--- config.mk ---
export PLATFORM = sky130hd
export DESIGN_NAME = phy_10m_test_and_bist_ctrl
export DESIGN_NICKNAME = d
export VERILOG_FILES = /design/src/phy_test_pkg.sv /design/src/phy_10m_test_and_bist_ctrl.sv /design/src/sat_counter.sv /design/src/seq_timer.sv
export SDC_FILE = /design/constraint.sdc
export NUM_CORES = 1
export LEC_CHECK = 0
export BUFFER_PORTS_ARGS = -buffer_cell sky130_fd_sc_hd__buf_2
export CAP_MARGIN = 30
export CORE_MARGIN = 1
export CORE_UTILIZATION = 30
export CTS_CLUSTER_SIZE = 40
export DETAILED_ROUTE_END_ITERATION = 6
export SLEW_MARGIN = 10
export SYNTH_ARGS = -nofsm -noshare
export SYNTH_HDL_FRONTEND = slang
export SYNTH_HIERARCHICAL = 1
export SYNTH_SLANG_ARGS = --single-unit
--- constraint.sdc ---
create_clock -name aclk -period 2.3 [get_ports aclk]
set_input_delay 0.345 -clock aclk [delete_from_list [all_inputs] [get_ports aclk]]
set_output_delay 0.345 -clock aclk [all_outputs]
set_load 0.02 [all_outputs]
--- src/phy_test_pkg.sv ---
// Shared constants and types of the PHY test and self-test control block
package phy_test_pkg;
   // Clock rate and the two pattern gap times
   localparam int unsigned CLK_HZ        = 25_000_000;
   localparam int unsigned CLK_NS        = 1_000_000_000 / CLK_HZ;
   localparam int unsigned GAP_SHORT_NS  = 10_000;
   localparam int unsigned GAP_LONG_NS   = 15_000;
   localparam int unsigned GAP_SHORT_CYC = (GAP_SHORT_NS + CLK_NS - 1) / CLK_NS;
   localparam int unsigned GAP_LONG_CYC  = (GAP_LONG_NS + CLK_NS - 1) / CLK_NS;
   localparam int unsigned SEQ_CYC_DEF   = 64;
   localparam int unsigned TIMER_W       = 10;

   // Register indices; byte address is four times the index
   localparam logic [7:0] TBT_IDX       = 8'h1A;
   localparam logic [7:0] EXT_IDX       = 8'h1B;
   localparam logic [7:0] IRQ_STAT_IDX  = 8'h20;
   localparam logic [7:0] IRQ_MASK_IDX  = 8'h21;

   // Field positions
   localparam int unsigned JAB_DIS_BIT   = 0;
   localparam int unsigned HB_DIS_BIT    = 1;
   localparam int unsigned TBT_RSV_BIT   = 2;
   localparam int unsigned CHOICE_LSB    = 0;
   localparam int unsigned GAP_SEL_BIT   = 2;
   localparam int unsigned PATT_ON_BIT   = 4;
   localparam int unsigned NONSTOP_BIT   = 5;
   localparam int unsigned ERRCNT_LSB    = 8;
   localparam int unsigned IRQ_SAT_BIT   = 0;
   localparam int unsigned IRQ_ERR_BIT   = 1;
   localparam int unsigned IRQ_SEQ_BIT   = 2;
   localparam int unsigned IRQ_W         = 3;

   // Values after reset
   localparam logic [2:0]  TBT_RESET     = 3'h4;
   localparam logic [7:0]  EXT_RESET     = 8'h00;
   localparam logic [IRQ_W-1:0] IRQ_RESET = 3'h0;

   // Bus responses
   localparam logic [1:0]  RESP_OKAY     = 2'h0;
   localparam logic [1:0]  RESP_SLVERR   = 2'h2;

   // Pattern choice encodings
   typedef enum logic [1:0] {
      PAT_DATA_END_FIRST  = 2'h0,
      PAT_DATA_END_SECOND = 2'h1,
      PAT_LINK_PULSES     = 2'h2,
      PAT_MANCHESTER_ONES = 2'h3
   } pattern_e;

   // Pattern generator configuration
   typedef struct packed {
      logic     ten_meg_pattern_on;
      logic     pattern_gap_select;
      pattern_e pattern_choice;
   } pattern_cfg_s;
endpackage : phy_test_pkg

--- src/phy_10m_test_and_bist_ctrl.sv ---
// Test, heartbeat, jabber and packet self-test control with an AXI4-Lite register slave
// Functional notes
// - Heartbeat disable bit acts in 10 Mb half duplex; one turns heartbeat off
// - At 100 Mb or full duplex the bit is ignored and heartbeat stays off
// - Jabber disable acts only at 10 Mb; one disables jabber, zero keeps it
// - Bits 15:8 read-only count errored received nibbles during self-test
// - Error count clears on self-test restart and saturates at its maximum
// - Bit 5 makes self-test transmit pseudo-random data without any break
// - Bit 4 enables the 10 Mb test pattern; choice matters only while set
// - Bit 2 selects the gap between test sequences: one 15 us, zero 10 us
// - Choice 00/01 data with end marker one/two, 10 link pulses, 11 ones
`timescale 1ns/1ns
module phy_10m_test_and_bist_ctrl
   import phy_test_pkg::*;
#(
   parameter int unsigned SEQ_CYC = SEQ_CYC_DEF,
   parameter int unsigned CNT_W   = 8
) (
   input  wire logic        aclk,
   input  wire logic        aresetn,
   input  wire logic [7:0]  awaddr,
   input  wire logic [2:0]  awprot,
   input  wire logic        awvalid,
   output logic             awready,
   input  wire logic [31:0] wdata,
   input  wire logic [3:0]  wstrb,
   input  wire logic        wvalid,
   output logic             wready,
   output logic [1:0]       bresp,
   output logic             bvalid,
   input  wire logic        bready,
   input  wire logic [7:0]  araddr,
   input  wire logic [2:0]  arprot,
   input  wire logic        arvalid,
   output logic             arready,
   output logic [31:0]      rdata,
   output logic [1:0]       rresp,
   output logic             rvalid,
   input  wire logic        rready,
   input  wire logic        speed_100,
   input  wire logic        full_duplex,
   input  wire logic        selftest_restart,
   input  wire logic        nibble_error,
   output logic             heartbeat_en,
   output logic             jabber_en,
   output logic             selftest_nonstop_tx,
   output logic             pattern_send,
   output pattern_e         pattern_kind,
   output logic             irq
);
   typedef enum logic [1:0] {ST_IDLE, ST_SEND, ST_GAP} gen_state_e;

   localparam logic [7:0] ADDR_TBT  = 8'(TBT_IDX * 4);
   localparam logic [7:0] ADDR_EXT  = 8'(EXT_IDX * 4);
   localparam logic [7:0] ADDR_STAT = 8'(IRQ_STAT_IDX * 4);
   localparam logic [7:0] ADDR_MASK = 8'(IRQ_MASK_IDX * 4);

   logic                 awready_q, wready_q, bvalid_q, arready_q, rvalid_q;
   logic [1:0]           bresp_q, rresp_q;
   logic [31:0]          rdata_q;
   logic                 aw_held_q, w_held_q;
   logic [7:0]           aw_addr_q;
   logic [31:0]          w_data_q;
   logic [3:0]           w_strb_q;
   logic                 aw_take, w_take, ar_take, do_write;
   logic                 aw_held_d, w_held_d, bvalid_d, rvalid_d;
   logic                 lane0;
   logic [2:0]           tbt_q;
   logic [7:0]           ext_q;
   logic [IRQ_W-1:0]     stat_q, mask_q, stat_set, stat_clr;
   logic                 irq_q, heartbeat_en_q, jabber_en_q, nonstop_q;
   logic                 pattern_send_q;
   pattern_e             pattern_kind_q;
   pattern_cfg_s         cfg;
   logic [CNT_W-1:0]     err_count;
   logic                 err_at_max;
   gen_state_e           state_q, state_d;
   logic                 tmr_load, tmr_zero;
   logic [TIMER_W-1:0]   tmr_val, tmr_count, gap_cyc;
   logic                 seq_done;
   logic                 mapped_r;
   logic [31:0]          rd_word;

   // Handshake terms of the write and read channels
   assign aw_take   = awvalid && awready_q;
   assign w_take    = wvalid && wready_q;
   assign ar_take   = arvalid && arready_q;
   assign do_write  = aw_held_q && w_held_q && !bvalid_q;
   assign aw_held_d = (aw_held_q || aw_take) && !do_write;
   assign w_held_d  = (w_held_q || w_take) && !do_write;
   assign bvalid_d  = do_write || (bvalid_q && !bready);
   assign rvalid_d  = ar_take || (rvalid_q && !rready);
   assign lane0     = w_strb_q[0];

   // Address and data are caught in either order; one write at a time
   always_ff @(posedge aclk) begin
      if (!aresetn) begin
         aw_held_q <= 1'b0;
         w_held_q  <= 1'b0;
         awready_q <= 1'b0;
         wready_q  <= 1'b0;
         aw_addr_q <= 8'h00;
         w_data_q  <= 32'h0000_0000;
         w_strb_q  <= 4'h0;
      end else begin
         aw_held_q <= aw_held_d;
         w_held_q  <= w_held_d;
         awready_q <= !aw_held_d && !bvalid_d;
         wready_q  <= !w_held_d && !bvalid_d;
         if (aw_take) begin
            aw_addr_q <= awaddr;
         end
         if (w_take) begin
            w_data_q <= wdata;
            w_strb_q <= wstrb;
         end
      end
   end

   // Write response; unmapped addresses answer with a slave error
   always_ff @(posedge aclk) begin
      if (!aresetn) begin
         bvalid_q <= 1'b0;
         bresp_q  <= RESP_OKAY;
      end else begin
         bvalid_q <= bvalid_d;
         if (do_write) begin
            bresp_q <= (aw_addr_q == ADDR_TBT || aw_addr_q == ADDR_EXT || aw_addr_q == ADDR_STAT ||
                        aw_addr_q == ADDR_MASK) ? RESP_OKAY : RESP_SLVERR;
         end
      end
   end

   // Read data selection; bits above each register's width and unmapped addresses read as zero
   always_comb begin
      mapped_r = 1'b1;
      rd_word  = 32'h0000_0000;
      case (araddr)
         ADDR_TBT:  rd_word[2:0]  = tbt_q;
         ADDR_EXT:  rd_word[15:0] = {err_count, ext_q};
         ADDR_STAT: rd_word[IRQ_W-1:0] = stat_q;
         ADDR_MASK: rd_word[IRQ_W-1:0] = mask_q;
         default:   mapped_r = 1'b0;
      endcase
   end

   // Read channel; one read at a time, answered one cycle after the address
   always_ff @(posedge aclk) begin
      if (!aresetn) begin
         rvalid_q  <= 1'b0;
         arready_q <= 1'b0;
         rdata_q   <= 32'h0000_0000;
         rresp_q   <= RESP_OKAY;
      end else begin
         rvalid_q  <= rvalid_d;
         arready_q <= !rvalid_d;
         if (ar_take) begin
            rdata_q <= rd_word;
            rresp_q <= mapped_r ? RESP_OKAY : RESP_SLVERR;
         end
      end
   end

   // 10BASE-T control bits: jabber disable, heartbeat disable, reserved one
   always_ff @(posedge aclk) begin
      if (!aresetn) begin
         tbt_q <= TBT_RESET;
      end else if (do_write && aw_addr_q == ADDR_TBT && lane0) begin
         tbt_q <= w_data_q[2:0];
      end
   end

   // Test extension control bits 7:0; the counter byte is read only
   always_ff @(posedge aclk) begin
      if (!aresetn) begin
         ext_q <= EXT_RESET;
      end else if (do_write && aw_addr_q == ADDR_EXT && lane0) begin
         ext_q <= w_data_q[7:0];
      end
   end

   // Interrupt mask
   always_ff @(posedge aclk) begin
      if (!aresetn) begin
         mask_q <= IRQ_RESET;
      end else if (do_write && aw_addr_q == ADDR_MASK && lane0) begin
         mask_q <= w_data_q[IRQ_W-1:0];
      end
   end

   // Sticky events, write one to clear; a new event wins over the clear
   assign stat_set[IRQ_SAT_BIT] = nibble_error && !selftest_restart && (err_count == CNT_W'(2**CNT_W - 2));
   assign stat_set[IRQ_ERR_BIT] = nibble_error && !selftest_restart;
   assign stat_set[IRQ_SEQ_BIT] = seq_done;
   assign stat_clr = (do_write && aw_addr_q == ADDR_STAT && lane0) ? w_data_q[IRQ_W-1:0] : '0;

   always_ff @(posedge aclk) begin
      if (!aresetn) begin
         stat_q <= IRQ_RESET;
         irq_q  <= 1'b0;
      end else begin
         stat_q <= (stat_q & ~stat_clr) | stat_set;
         irq_q  <= |(((stat_q & ~stat_clr) | stat_set) & mask_q);
      end
   end

   // Self-test nibble error counter: cleared on restart, sticks at all ones
   sat_counter #(.W(CNT_W)) u_err_cnt (
      .aclk    (aclk),
      .aresetn (aresetn),
      .clr     (selftest_restart),
      .inc     (nibble_error),
      .count   (err_count),
      .at_max  (err_at_max)
   );

   // Line function enables decoded from speed, duplex and control bits
   always_ff @(posedge aclk) begin
      if (!aresetn) begin
         heartbeat_en_q <= 1'b0;
         jabber_en_q    <= 1'b0;
         nonstop_q      <= 1'b0;
      end else begin
         heartbeat_en_q <= !speed_100 && !full_duplex && !tbt_q[HB_DIS_BIT];
         jabber_en_q    <= !speed_100 && !tbt_q[JAB_DIS_BIT];
         nonstop_q      <= ext_q[NONSTOP_BIT];
      end
   end

   // Pattern configuration view of the extension bits
   assign cfg.ten_meg_pattern_on = ext_q[PATT_ON_BIT];
   assign cfg.pattern_gap_select = ext_q[GAP_SEL_BIT];
   assign cfg.pattern_choice     = pattern_e'(ext_q[CHOICE_LSB +: 2]);
   assign gap_cyc = cfg.pattern_gap_select ? TIMER_W'(GAP_LONG_CYC) : TIMER_W'(GAP_SHORT_CYC);

   // Sequence and gap generator; constant ones run with no gap
   always_comb begin
      state_d  = state_q;
      tmr_load = 1'b0;
      tmr_val  = TIMER_W'(SEQ_CYC - 1);
      seq_done = 1'b0;
      case (state_q)
         ST_IDLE: begin
            if (cfg.ten_meg_pattern_on) begin
               state_d  = ST_SEND;
               tmr_load = 1'b1;
            end
         end
         ST_SEND: begin
            if (!cfg.ten_meg_pattern_on) begin
               state_d = ST_IDLE;
            end else if (tmr_zero) begin
               tmr_load = 1'b1;
               if (cfg.pattern_choice != PAT_MANCHESTER_ONES) begin
                  state_d  = ST_GAP;
                  tmr_val  = gap_cyc - TIMER_W'(1);
                  seq_done = 1'b1;
               end
            end
         end
         ST_GAP: begin
            if (!cfg.ten_meg_pattern_on) begin
               state_d = ST_IDLE;
            end else if (tmr_zero) begin
               state_d  = ST_SEND;
               tmr_load = 1'b1;
            end
         end
         default: state_d = ST_IDLE;
      endcase
   end

   seq_timer #(.W(TIMER_W)) u_seq_tmr (
      .aclk     (aclk),
      .aresetn  (aresetn),
      .load     (tmr_load),
      .load_val (tmr_val),
      .count    (tmr_count),
      .zero     (tmr_zero)
   );

   // Generator state and its registered outputs
   always_ff @(posedge aclk) begin
      if (!aresetn) begin
         state_q        <= ST_IDLE;
         pattern_send_q <= 1'b0;
         pattern_kind_q <= PAT_DATA_END_FIRST;
      end else begin
         state_q        <= state_d;
         pattern_send_q <= (state_d == ST_SEND);
         if (cfg.ten_meg_pattern_on) begin
            pattern_kind_q <= cfg.pattern_choice;
         end
      end
   end

   // Outputs straight from flip-flops
   assign awready             = awready_q;
   assign wready              = wready_q;
   assign bvalid              = bvalid_q;
   assign bresp               = bresp_q;
   assign arready             = arready_q;
   assign rvalid              = rvalid_q;
   assign rdata               = rdata_q;
   assign rresp               = rresp_q;
   assign heartbeat_en        = heartbeat_en_q;
   assign jabber_en           = jabber_en_q;
   assign selftest_nonstop_tx = nonstop_q;
   assign pattern_send        = pattern_send_q;
   assign pattern_kind        = pattern_kind_q;
   assign irq                 = irq_q;
endmodule : phy_10m_test_and_bist_ctrl

--- src/sat_counter.sv ---
// Saturating event counter with synchronous clear
`timescale 1ns/1ns
module sat_counter #(
   parameter int unsigned W = 8
) (
   input  wire logic         aclk,
   input  wire logic         aresetn,
   input  wire logic         clr,
   input  wire logic         inc,
   output logic [W-1:0]      count,
   output logic              at_max
);
   logic [W-1:0] count_q;

   // Clear has priority; the count sticks at all ones
   always_ff @(posedge aclk) begin
      if (!aresetn || clr) begin
         count_q <= '0;
      end else if (inc && !at_max) begin
         count_q <= count_q + W'(1);
      end
   end

   assign count  = count_q;
   assign at_max = &count_q;
endmodule : sat_counter

--- src/seq_timer.sv ---
// Loadable down counter that marks when it has run out
`timescale 1ns/1ns
module seq_timer #(
   parameter int unsigned W = 10
) (
   input  wire logic         aclk,
   input  wire logic         aresetn,
   input  wire logic         load,
   input  wire logic [W-1:0] load_val,
   output logic [W-1:0]      count,
   output logic              zero
);
   logic [W-1:0] count_q;

   // Load wins; otherwise count down to zero and stay
   always_ff @(posedge aclk) begin
      if (!aresetn) begin
         count_q <= '0;
      end else if (load) begin
         count_q <= load_val;
      end else if (count_q != '0) begin
         count_q <= count_q - W'(1);
      end
   end

   assign count = count_q;
   assign zero  = (count_q == '0);
endmodule : seq_timer

==> run metrics <==
GRT Residual Overflow=0; relative slew slack=54.02%; CTS tree=yes; clk root buf=clkbuf_16; r2r endpoint=u_seq_tmr/count[0]; CTS Buf Count=9; highest fanout seen on the critical path=8; Setup crit start kind=flip-flop; PwrDens=821.7 nW/um2; area delta synth->final=24.40%; fmax=447.8 MHz; Die Width=118.1 um; Final Setup Violations=0; DRT Pass-1 Iters=6; Syn. warnings=6; critical setup path kind=flip-flop to flip-flop; Worst Reg-to-Reg Cells=12; final period utilization=97.10%; row cnt=42; worst min path class=input pin to flip-flop; Detail Route Antenna Nets=0; Clock Skews=0.003939 ns; routability cong.=0.7607; final worst path period need=2.233 ns; final-report max-slew violation count=0; via count=3,320; failing checks=DRC; Initial DRC Count=155; area occupied by multi-input gates=2191 um2; RSZ-0062 raised after global routing=yes; Antenna diodes=0; clk_lat worst skew=0.34 ns; Post-Syn Area=4041 um2; Top Ports=117; Post-layout nets=602; Worst-Margin Slew=0.6881 ns; Reg-to-Reg Start=u_seq_tmr/count[1]; Arr. time, crit path=2.45 ns; antenna violations before repair=0; maximum resistive drop on vdd=0.3642 mV; Mean Syn Cell Area=9.206 um2; Via density=4.696; vias in the first global route=3,096; fill count=1,366; first-pass GRT wire length=14,870 um; Die Area=13,940 um2; residual DRC count=1; Clock transition at path regs=0.06 ns; Max Cap Violations=0; Critical path destination=u_seq_tmr/count[0]; I/O Buffers=65; Core Area=13,190 um2; Post-Synthesis Cells=439; Tot Pwr=0.004131 W; Worst R2R Setup Slack=0.07 ns; Die Y=118.1 um; Final Hold Fails=0; Finished Core Util=38.11%; H-tree depth=3; Lkg Pwr=2.037 nW; largest net degree at the start of global routing=33; routed len/inst=12.99 um; hold_buf cts=0; Initial Util=30.64%; clock buffer depth=2; register area=1724 um2; Data required, critical path=2.52 ns; Total GRT Usage=13.32%; drt total wl=9183 um; CP Capture Type=flip-flop; Num Clock Sinks=86; layout cells sized above 1=26.93%; sum of net half-perimeters after detailed placement=6878 um; status=finished with violations; worst setup path start=u_seq_tmr/count[1]
-- where the power goes --
group	leakage (nW)	switching, W	internal [W]
Sequential	0.699	0.0000871	0.00159
Combinational	1.20	0.000475	0.000542
Clock	0.138	0.000597	0.000842
Total	2.04	0.00116	0.00297
-- placed cells by master (no fill, tap or decap), types with 3 or more instances in the layout --
cell type / instances
buf_2: 65
o21ai_1: 4
nor4b_1: 3
nand3_1: 10
nand2b_1: 9
o211ai_1: 3
nor3_1: 9
a211oi_1: 3
conb_1: 21
xnor2_1: 3
nand4_1: 8
or4b_1: 3
ha_1: 6
and3b_1: 3
inv_1: 9
mux2i_1: 20
a22oi_1: 15
clkinvlp_4: 3
o31ai_1: 4
o21ai_0: 7
dfxtp_1: 84
a21oi_1: 11
a21boi_0: 20
a31oi_1: 4
nand2_1: 55
clkbuf_16: 9
inv_2: 4
buf_4: 24
a221oi_1: 4
and2_1: 5
nor2b_1: 31
nor2_1: 13
-- sequential cells by signal, summed over array words and instances, names as in the netlist, 2 cells and up --
register and cells:
ext_q 8, pattern_kind 2, tbt_q 3, stat_q 3, u_seq_tmr/count 10, state_q 2
w_data_q 8, u_err_cnt/count 8, aw_addr_q 8, rdata 16, mask_q 3
-- cell type report --
type | count | share of cell area, %
inverter | 14 | 1.095
multi-input combinational | 324 | 43.58
clock buffer | 9 | 4.480
tap | 176 | 4.380
clock inverter | 7 | 1.493
sequential | 86 | 34.30
timing repair buffer | 91 | 10.68
-- worst max-delay path: stages, from the launching register on --
cell and delay, ns:
dfxtp_2 0.32, inv_2 0.07, ha_4 0.13, or4b_4 0.48, nor3_4 0.22, buf_12 0.15, a21boi_4 0.18, nand3_2 0.12
inv_4 0.12, and2_4 0.15, inv_2 0.04, nand3_2 0.06, nand3_1 0.07
-- metrics by stage --
| step | setup WS [ns] | hold WS, ns | instances | instance area (um2) | TNS (ns) |
|---|---|---|---|---|---|
| after floorplan | 0.01214 | 0.4084 | 458 | 4113 | 0 |
| after global placement | -0.03789 | 0.4549 | 685 | 4616 | -0.04344 |
| after detailed placement | -0.1195 | 0.4595 | 685 | 4616 | -0.4274 |
| after CTS | -0.01800 | 0.1643 | 701 | 4926 | -0.01800 |
| after global routing | -0.04645 | 0.1785 | 707 | 5027 | -0.1813 |
| final | 0.06673 | 0.1709 | 707 | 5027 | 0 |
-- per-layer routing --
layer | part of all wire (%) | track usage [%]
met3 | 3.9 | 3.440
met5 | 0 | 0
met4 | 1.7 | 4.728
met1 | 48 | 16.72
met2 | 47 | 21.95
-- how the worst min path moves through the flow --
stage	startpoint	to	slack (ns)	cells past startpoint
after detailed placement	bresp[1]	bresp[1]	0.46	2
after global placement	bresp[1]	bresp[1]	0.45	2
final	full_duplex	heartbeat_en	0.17	2
after CTS	full_duplex	heartbeat_en	0.16	2
after floorplan	tbt_q[0]	jabber_en	0.41	1
after global routing	full_duplex	heartbeat_en	0.18	2
-- timing repair --
| item | in CTS | in global routing |
|---|---|---|
| cloned | 0 | 0 |
| endpoints found under the setup margin | 12 | 13 |
| pin swaps | 0 | 8 |
| setup buffers | 0 | 6 |
| resized for setup | 5 | 17 |
(Power assumes the default switching activity.)
